===== src/design/pmd_defines.vh =====
// Constants of the program memory map decoder.
// Assumes inclusion by bare name from the decoder's Verilog files.
`ifndef PMD_DEFINES_VH
`define PMD_DEFINES_VH

`define PMD_PC_W 21
`define PMD_RESET_VEC 21'h000000
`define PMD_HI_VEC 21'h000008
`define PMD_LO_VEC 21'h000018
`define PMD_TOP_64K 21'h010000
`define PMD_TOP_96K 21'h018000
`define PMD_TOP_128K 21'h020000
`define PMD_CFG_BYTES 8
`define PMD_CFG_SPAN 21'h000008
`define PMD_BUSCFG_IDX 3'h4
`define PMD_BUSCFG_RESET 8'hF8
`define PMD_BIT_WAIT 7
`define PMD_BIT_WIDTH 6
`define PMD_BIT_MODE_HI 5
`define PMD_BIT_MODE_LO 4
`define PMD_BIT_SHIFT 3
`define PMD_MODE_MCU 2'h3
`define PMD_MODE_A12 2'h2
`define PMD_MODE_A16 2'h1
`define PMD_MODE_A20 2'h0
`define PMD_SRC_FLASH 2'h0
`define PMD_SRC_EXT 2'h1
`define PMD_SRC_ZERO 2'h2
`define PMD_REG_BUSCFG 4'h0
`define PMD_REG_STATUS 4'h1
`define PMD_REG_PC 4'h2
`define PMD_REG_TIMING 4'h3
`define PMD_REG_CFGW0 4'h4
`define PMD_REG_CFGW1 4'h5

`endif


===== src/design/pmd_cfg_store.v =====
// Eight-byte store of the configuration bytes copied from flash.
// Assumes one writer and one reader on the same clock; read data registered.
`default_nettype none
module pmd_cfg_store
(
   input wire clk_sys,
   input wire writeEn,
   input wire [2:0] writeIdx,
   input wire [7:0] writeData,
   input wire [2:0] readIdx,
   output reg [7:0] readData
);
   reg [7:0] mem [0:7];

   always @(posedge clk_sys)
   begin
      if (writeEn)
      begin
         mem[writeIdx] <= writeData;
      end
      readData <= mem[readIdx];
   end
endmodule
`default_nettype wire


===== src/design/pmd_addr_map.v =====
// Address classifier: picks flash, external bus or zero for a program address.
// Assumes configuration inputs stable while fetches are made.
`include "pmd_defines.vh"
`default_nettype none
module pmd_addr_map
(
   input wire [20:0] addr,
   input wire [20:0] memTop,
   input wire extMode,
   input wire shiftEn,
   input wire [1:0] modeSel,
   output reg [1:0] source,
   output reg [19:0] extAddr
);
   reg [20:0] offset;

   always @*
   begin
      offset = addr;
      if (shiftEn)
      begin
         offset = addr - memTop;
      end
      if (addr < memTop)
      begin
         source = `PMD_SRC_FLASH;
      end
      else if (extMode)
      begin
         source = `PMD_SRC_EXT;
      end
      else
      begin
         source = `PMD_SRC_ZERO;
      end
      case (modeSel)
         `PMD_MODE_A12: extAddr = {8'h00, offset[11:0]};
         `PMD_MODE_A16: extAddr = {4'h0, offset[15:0]};
         default: extAddr = offset[19:0];
      endcase
   end
endmodule
`default_nettype wire


===== src/design/pmd_decoder.v =====
// Program memory map decoder with configuration load and Avalon-MM registers.
// Assumes flash answers a read within the cycle of the request, external
// memory raises extReady when its data are valid, and the core holds its
// fetch request until fetchValid.
// Bus masters hold each register request through two wait cycles.
`include "pmd_defines.vh"
`default_nettype none
module pmd_decoder
#(
   parameter [1:0] FLASH_SIZE = 2'h2,
   parameter PINS_100 = 1
)
(
   input wire clk_sys,
   input wire rst,
   input wire [3:0] avs_address,
   input wire avs_read,
   input wire avs_write,
   input wire [31:0] avs_writedata,
   output reg [31:0] avs_readdata,
   output reg avs_waitrequest,
   input wire fetchReq,
   input wire [1:0] fetchKind,
   input wire [20:0] fetchAddr,
   output reg fetchValid,
   output reg [15:0] fetchData,
   output reg [20:0] pcOut,
   output reg [20:0] flashAddr,
   output reg flashRead,
   input wire [15:0] flashData,
   output reg extRead,
   output reg [19:0] extAddrOut,
   output reg extWide,
   output reg extWaitDisable,
   output reg [1:0] extWaitSel,
   output reg extBusEnable,
   input wire extReady,
   input wire [15:0] extData,
   output reg cfgDone
);
   // ****************************************************************
   // Configuration state
   // ****************************************************************
   localparam ST_LOAD = 2'h0;
   localparam ST_IDLE = 2'h1;
   localparam ST_FLASH = 2'h2;
   localparam ST_EXT = 2'h3;

   reg [1:0] state;
   reg [2:0] loadIdx;
   reg loadWait;
   reg [7:0] busCfg;
   reg busCfgWritten;
   reg [1:0] timingSel;
   reg [2:0] rdIdx;
   reg busPhase;
   reg [31:0] next_readdata;
   wire [7:0] cfgByte;
   wire [1:0] source;
   wire [19:0] mappedAddr;
   reg [20:0] memTop;
   wire [1:0] modeSel;
   wire extMode;
   wire cfgLoadWrite;
   wire [20:0] fetchWord;

   function [20:0] top_of;
      input [1:0] sizeCode;
      begin
         case (sizeCode)
            2'h0: top_of = `PMD_TOP_64K;
            2'h1: top_of = `PMD_TOP_96K;
            default: top_of = `PMD_TOP_128K;
         endcase
      end
   endfunction

   function [7:0] mask_cfg;
      input [7:0] raw;
      begin
         mask_cfg = {raw[7:3], 3'h0};
      end
   endfunction

   function [20:0] word_of;
      input [20:0] byteAddr;
      begin
         word_of = {byteAddr[20:1], 1'b0};
      end
   endfunction

   function is_vector;
      input [1:0] kind;
      begin
         is_vector = (kind == 2'h1) || (kind == 2'h2);
      end
   endfunction

   function bus_hit;
      input [3:0] addr;
      input [3:0] code;
      input strobe;
      input stall;
      begin
         bus_hit = strobe && !stall && (addr == code);
      end
   endfunction

   always @*
   begin
      memTop = top_of(FLASH_SIZE);
   end

   assign modeSel = PINS_100 ? busCfg[`PMD_BIT_MODE_HI:`PMD_BIT_MODE_LO] : `PMD_MODE_MCU;
   assign extMode = (modeSel != `PMD_MODE_MCU);
   assign cfgLoadWrite = (state == ST_LOAD) && loadWait;
   assign fetchWord = word_of(fetchAddr);

   pmd_cfg_store cfgStore
   (
      .clk_sys(clk_sys),
      .writeEn(cfgLoadWrite),
      .writeIdx(loadIdx),
      .writeData(loadIdx[0] ? flashData[15:8] : flashData[7:0]),
      .readIdx(rdIdx),
      .readData(cfgByte)
   );

   pmd_addr_map addrMap
   (
      .addr(fetchWord),
      .memTop(memTop),
      .extMode(extMode),
      .shiftEn(busCfg[`PMD_BIT_SHIFT]),
      .modeSel(modeSel),
      .source(source),
      .extAddr(mappedAddr)
   );

   // ****************************************************************
   // Fetch sequencing and configuration copy
   // ****************************************************************
   always @(posedge clk_sys)
   begin
      if (rst)
      begin
         state <= ST_LOAD;
         loadIdx <= 3'h0;
         loadWait <= 1'b0;
         busCfg <= `PMD_BUSCFG_RESET;
         busCfgWritten <= 1'b0;
         pcOut <= `PMD_RESET_VEC;
         flashAddr <= 21'h000000;
         flashRead <= 1'b0;
         extRead <= 1'b0;
         extAddrOut <= 20'h00000;
         fetchValid <= 1'b0;
         fetchData <= 16'h0000;
         cfgDone <= 1'b0;
      end
      else
      begin
         fetchValid <= 1'b0;
         flashRead <= 1'b0;
         case (state)
            ST_LOAD:
            begin
               // Reads words at top minus eight, low byte then high byte.
               if (!loadWait)
               begin
                  flashAddr <= memTop - `PMD_CFG_SPAN + {18'h00000, loadIdx[2:1], 1'b0};
                  flashRead <= 1'b1;
                  loadWait <= 1'b1;
               end
               else
               begin
                  loadWait <= 1'b0;
                  if (loadIdx == `PMD_BUSCFG_IDX && PINS_100 != 0)
                  begin
                     busCfg <= mask_cfg(flashData[7:0]);
                     busCfgWritten <= 1'b1;
                  end
                  if (loadIdx == 3'h7)
                  begin
                     state <= ST_IDLE;
                     cfgDone <= 1'b1;
                  end
                  loadIdx <= loadIdx + 3'h1;
               end
            end
            ST_IDLE:
            begin
               if (fetchReq && !fetchValid)
               begin
                  // Kind 1 and 2 select the interrupt vectors; 3 is plain.
                  case (fetchKind)
                     2'h1: pcOut <= `PMD_HI_VEC;
                     2'h2: pcOut <= `PMD_LO_VEC;
                     default: pcOut <= fetchWord;
                  endcase
                  if (is_vector(fetchKind))
                  begin
                     fetchValid <= 1'b1;
                     fetchData <= 16'h0000;
                  end
                  else if (source == `PMD_SRC_FLASH)
                  begin
                     flashAddr <= fetchWord;
                     flashRead <= 1'b1;
                     state <= ST_FLASH;
                  end
                  else if (source == `PMD_SRC_EXT)
                  begin
                     extAddrOut <= mappedAddr;
                     extRead <= 1'b1;
                     state <= ST_EXT;
                  end
                  else
                  begin
                     fetchValid <= 1'b1;
                     fetchData <= 16'h0000;
                  end
               end
            end
            ST_FLASH:
            begin
               fetchValid <= 1'b1;
               fetchData <= flashData;
               state <= ST_IDLE;
            end
            ST_EXT:
            begin
               if (extReady)
               begin
                  extRead <= 1'b0;
                  fetchValid <= 1'b1;
                  fetchData <= busCfg[`PMD_BIT_WIDTH] ? extData : {8'h00, extData[7:0]};
                  state <= ST_IDLE;
               end
            end
            default:
            begin
               state <= ST_IDLE;
            end
         endcase
         // Software writes to the five bits are ignored: in ST_LOAD, when PINS_100 is 0, and once the configuration copy has set busCfgWritten.
         if (bus_hit(avs_address, `PMD_REG_BUSCFG, avs_write, avs_waitrequest)
             && !busCfgWritten && PINS_100 != 0 && state != ST_LOAD)
         begin
            busCfg <= mask_cfg(avs_writedata[7:0]);
            busCfgWritten <= 1'b1;
         end
      end
   end

   // ****************************************************************
   // Bus side outputs
   // ****************************************************************
   always @(posedge clk_sys)
   begin
      if (rst)
      begin
         extWide <= 1'b0;
         extWaitDisable <= 1'b1;
         extWaitSel <= 2'h0;
         extBusEnable <= 1'b0;
      end
      else
      begin
         extWide <= busCfg[`PMD_BIT_WIDTH];
         extWaitDisable <= busCfg[`PMD_BIT_WAIT];
         extWaitSel <= busCfg[`PMD_BIT_WAIT] ? 2'h0 : timingSel;
         extBusEnable <= extMode;
      end
   end

   // ****************************************************************
   // Register read multiplexer
   // ****************************************************************
   always @*
   begin
      rdIdx = 3'h0;
      if (avs_address == `PMD_REG_CFGW1)
      begin
         rdIdx = `PMD_BUSCFG_IDX;
      end
   end

   always @*
   begin
      next_readdata = 32'h00000000;
      case (avs_address)
         `PMD_REG_BUSCFG: next_readdata = {24'h000000, busCfg};
         `PMD_REG_STATUS: next_readdata = {26'h0000000, busCfgWritten, cfgDone,
                                           extMode, PINS_100 != 0, state};
         `PMD_REG_PC: next_readdata = {11'h000, pcOut};
         `PMD_REG_TIMING: next_readdata = {30'h00000000, timingSel};
         `PMD_REG_CFGW0: next_readdata = {24'h000000, cfgByte};
         `PMD_REG_CFGW1: next_readdata = {24'h000000, cfgByte};
         default: next_readdata = 32'h00000000;
      endcase
   end

   // ****************************************************************
   // Avalon-MM register slave
   // ****************************************************************
   always @(posedge clk_sys)
   begin
      if (rst)
      begin
         avs_waitrequest <= 1'b1;
         avs_readdata <= 32'h00000000;
         timingSel <= 2'h0;
         busPhase <= 1'b0;
      end
      else
      begin
         // Two wait cycles let the configuration store's registered read settle.
         // A write takes effect on the edge after the wait ends, while waitrequest is low.
         avs_waitrequest <= 1'b1;
         busPhase <= 1'b0;
         if ((avs_read || avs_write) && avs_waitrequest && !busPhase)
         begin
            busPhase <= 1'b1;
         end
         if (busPhase)
         begin
            avs_waitrequest <= 1'b0;
            if (avs_read)
            begin
               avs_readdata <= next_readdata;
            end
         end
         if (bus_hit(avs_address, `PMD_REG_TIMING, avs_write, avs_waitrequest))
         begin
            timingSel <= avs_writedata[1:0];
         end
      end
   end
endmodule
`default_nettype wire


===== config.mk =====
export PLATFORM = sky130hd
export DESIGN_NAME = pmd_decoder
export DESIGN_NICKNAME = d
export VERILOG_FILES = /design/src/design/pmd_cfg_store.v /design/src/design/pmd_addr_map.v /design/src/design/pmd_decoder.v
export VERILOG_INCLUDE_DIRS = /design/src /design/src/design
export SDC_FILE = /design/constraint.sdc
export NUM_CORES = 1
export LEC_CHECK = 0
export BUFFER_PORTS_ARGS = -buffer_cell sky130_fd_sc_hd__buf_4
export CAP_MARGIN = 10
export CORE_MARGIN = 10
export CORE_UTILIZATION = 44
export CTS_BUF_LIST = sky130_fd_sc_hd__clkbuf_4
export DETAILED_ROUTE_END_ITERATION = 8
export GPL_ROUTABILITY_DRIVEN = 0
export PLACE_DENSITY = 0.73
export SYNTH_ARGS = -nofsm -noshare
export SYNTH_HDL_FRONTEND = slang
export SYNTH_SLANG_ARGS = --single-unit

===== constraint.sdc =====
create_clock -name clk_sys -period 2.8 [get_ports clk_sys]
set_input_delay 0 -clock clk_sys [delete_from_list [all_inputs] [get_ports clk_sys]]
set_output_delay 0 -clock clk_sys [all_outputs]
set_load 0.02 [all_outputs]

==> run_results.csv <==
group,metric,value,unit
outcome,status,"finished, final reports clean",
timing,slew_headroom,40.8,%
worst_hold_path,hold_start,"avs_write",
timing,setup_viol,0,
timing,finClkSkew,0.0141,ns
worst_hold_path,hp-class,"input port to register",
synth,synth-async-reset-ratio,0,%
critical_path,path_cells,"inv_1, ha_1, and3_1, a221o_1, dlygate4sd3_1, a21o_1",
die,die_w,135,um
timing,hold_violations,0,
placement,hpwl,13700,um
placement,io_buffers,176,
critical_path,r2r_start,"loadIdx[0]$_SDFFE_PP0P_",
finish,nets,960,
detailed_routing,drc_errors,0,
pwr,cellPowerDensity,466,mW/mm^2
die,die-area,0.0182,sq mm
critical_path,end_kind,"register",
worst_hold_path,min_to,"busCfg[5]$_SDFFE_PP1P_",
die,placementRows,41,
finish,final_util,66.4,%
die,ios,217,
critical_path,reg2reg_depth,6,
synth,synth_edf_count,16,
synth,synth_warnings,0,
clocking,cts_inserted_buffers,17,
timing,tightest_slew,0.889,ns
critical_path,crit_type,"register to register",
detailed_routing,first_iter_violations,535,
timing,min_period,2.63,ns
clocking,ctsResizeCount,0,
clocking,ctsHtreeMaxLevel,4,
pwr,p_leak,3.39,nW
timing,fmax,380,MHz
detailed_routing,ant_nets,0,
critical_path,regToRegSetupSlack,0.17,ns
critical_path,cp_top_family,"flip-flops",
critical_path,cp_max_fo,13,
global_routing,antenna_found_initial,4,
timing,finalCritPeriodShare,94.0,%
global_routing,grt_first_pass_wirelength,31500,um
synth,ys_types,61,
finish,layout-drive-gt1-share,29.7,%
pwr,ir_drop,0.293,mV
synth,seq_area_frac_synth,52.6,%
critical_path,rr_endpoint,"busCfg[7]$_SDFFE_PP1P_",
detailed_routing,vias,5590,
die,core_area,0.0128,sq mm
global_routing,grtUsageTotal,21.7,%
clocking,clk_path_buf_depth,2,
synth,postSynthCellCount,595,
clocking,insertion_delay,0.57,ns
finish,syn2layout_area_growth,45.8,%
synth,syn_area,0.00582,sq mm
timing,slew_viol_final,0,
timing,setup_tns,0,ns
detailed_routing,via_per_inst,5.35,
global_routing,grt_overflow,0,
critical_path,start_kind,"register",
critical_path,crit_cells,6,
global_routing,grt_max_degree,83,
critical_path,path_buf_inv,2,
timing,grt_setup_unrepaired,"no",
synth,synth-seq-cells,145,
clocking,clk_pin_slew_worst_paths,0.13,ns
flow_run,maxCapViolations,0,
detailed_routing,finalWirelength,20200,um
worst_hold_path,whs_path_depth,4,
die,initial_core_util,45.5,%
synth,synth_area_per_cell,9.78,sq um
critical_path,critical_path_required,3.27,ns
critical_path,cpPeakStageDelay,0.73,ns
critical_path,cp.arrival,3.10,ns
clocking,cts_tree,"yes",
clocking,cts_root_buffer,"clkbuf_4",
critical_path,crit_slowest_cell,"dfxtp_1",
clocking,cts.sinks,145,
synth,ys.flop_type,"dfxtp_1",
detailed_routing,dr.pass1.iters,5,
die,dieHeight,135,um
detailed_routing,wl_per_cell,19.3,um
global_routing,first_global_vias,5773,
clocking,post-cts-setup-buffer-count,0,
==> logic make-up after synthesis <==
logic type                 Yosys count  synth area share, %
AOI/OAI and AO/OA                  150                 17.7
xor gates and xnor gates             4                0.602
adders and majority gates            7                 1.51
buffers and inverters               71                 5.74
DFF                                145                 52.6
muxes                               29                 5.33
other                                1               0.0645
and+or+nand+nor                    188                 16.4
==> worst reg2reg max path, stage by stage (launching register included) <==
cell and delay [ns]:
dfxtp_1 0.73, inv_1 0.13, ha_1 0.25, and3_1 0.30, a221o_1 0.39, dlygate4sd3_1 0.57
a21o_1 0.16
==> metal layers <==
metal / part of all wire (%) / track usage [%]
met4: 3.2 / 11.0
met5: 0 / 0
met1: 40 / 25.5
met3: 8.0 / 5.68
met2: 49 / 35.8
==> cell usage in the layout (no fill, tap or decap), drive strengths merged, types with 2 or more instances in the layout <==
cell type,n
o221a,14
xnor2,3
clkinvlp,4
clkbuf,18
mux2,16
and2,3
nor3b,9
mux2i,13
o22ai,6
nor2b,6
or2,5
o21ai,11
dlygate4sd3,99
a311oi,2
a21oi,65
o31ai,2
bufinv,2
nor3,9
a211oi,4
a22oi,12
a22o,7
clkinv,10
nor4b,3
a221o,2
ha,7
edfxtp,16
and3,2
nand2,77
dfxtp,129
o2bb2ai,16
conb,14
buf,186
inv,13
nand3,40
nor2,22
a21o,2
diode,4
nor4,2
==> worst max path at each step <==
stage,to,slack [ns],from
final,busCfg[7]$_SDFFE_PP1P_,0.17,loadIdx[0]$_SDFFE_PP0P_
after global routing,busCfg[5]$_SDFFE_PP1P_,0.05,loadIdx[0]$_SDFFE_PP0P_
after CTS,busCfg[5]$_SDFFE_PP1P_,0.29,state[0]$_SDFFE_PP0P_
after detailed placement,flashAddr[6]$_SDFFE_PP0P_,0.65,state[1]$_SDFFE_PP0P_
after global placement,flashAddr[8]$_SDFFE_PP0P_,0.78,state[1]$_SDFFE_PP0P_
after floorplan,cfgStore.mem[0][0]$_DFFE_PP_,0.65,loadWait$_SDFFE_PP0P_
==> area by class of cell <==
class / instances / area (sq um)
inverters: 15 / 56.3
well taps: 172 / 215
clock buffers: 18 / 135
diodes: 4 / 10.0
multi-input cells: 392 / 2490
clock inverters: 14 / 123
fillers: 997 / 4290
flip-flops and latches: 145 / 3060
repair buffers: 285 / 2390
==> power by group <==
part | internal [mW] | switching [mW]
combinational | 0.264 | 0.249
sequential | 2.15 | 0.0303
clock | 0.516 | 0.739
total | 2.93 | 1.02
==> sequential cells by signal, indices dropped and copies added, names as in the netlist, 3 cells and up <==
register,count
loadIdx,3
fetchData,16
cfgStore.mem,16
busCfg,5
flashAddr,20
pcOut,20
cfgStore.readData,8
avs_readdata,21
extAddrOut,19
==> through the flow <==
step / area [sq um] / hold WS, ns / cells / setup WS (ns) / power (mW)
finish: 8480 / 0.0951 / 1045 / 0.167 / 3.95
global route: 8480 / 0.0700 / 1045 / 0.0478 / 4.10
CTS: 8470 / 0.0232 / 1041 / 0.289 / 3.96
detailed placement: 7220 / 0.226 / 910 / 0.652 / 2.61
global placement: 7220 / 0.229 / 910 / 0.785 / 2.60
floorplan: 5870 / 0.118 / 608 / 0.645 / 2.45
==> Yosys cell counts (all sizes together) (2+ instances only) <==
library cell | count | area [sq um]
nor4b | 3 | 32.5
ha | 7 | 87.6
a22o | 7 | 61.3
nor2b | 6 | 37.5
mux2 | 16 | 180
clkbuf | 24 | 90.1
buf | 32 | 188
nor3b | 9 | 77.6
a221o | 2 | 20.0
or2 | 5 | 31.3
a211oi | 4 | 30.0
nand3 | 40 | 200
and2 | 3 | 18.8
a22oi | 12 | 90.1
edfxtp | 16 | 480
o2bb2ai | 16 | 140
o31ai | 2 | 15.0
mux2i | 13 | 130
xnor2 | 3 | 26.3
clkinv | 2 | 7.51
a311oi | 2 | 17.5
inv | 13 | 48.8
and3 | 2 | 12.5
nor2 | 22 | 85.1
nor4 | 2 | 27.5
a21o | 2 | 15.0
o221a | 14 | 158
nand2 | 77 | 289
dfxtp | 129 | 2580
a21oi | 65 | 329
o21ai | 11 | 55.1
o22ai | 6 | 37.5
nor3 | 9 | 45.0
==> repair_timing <==
item / in CTS / in global routing
endpoints found under the setup margin: 0 / 0
endpoints found under the hold margin: 122 / 0
hold buffers: 99 / 0
No activity file was read; power rests on OpenSTA's default activity.
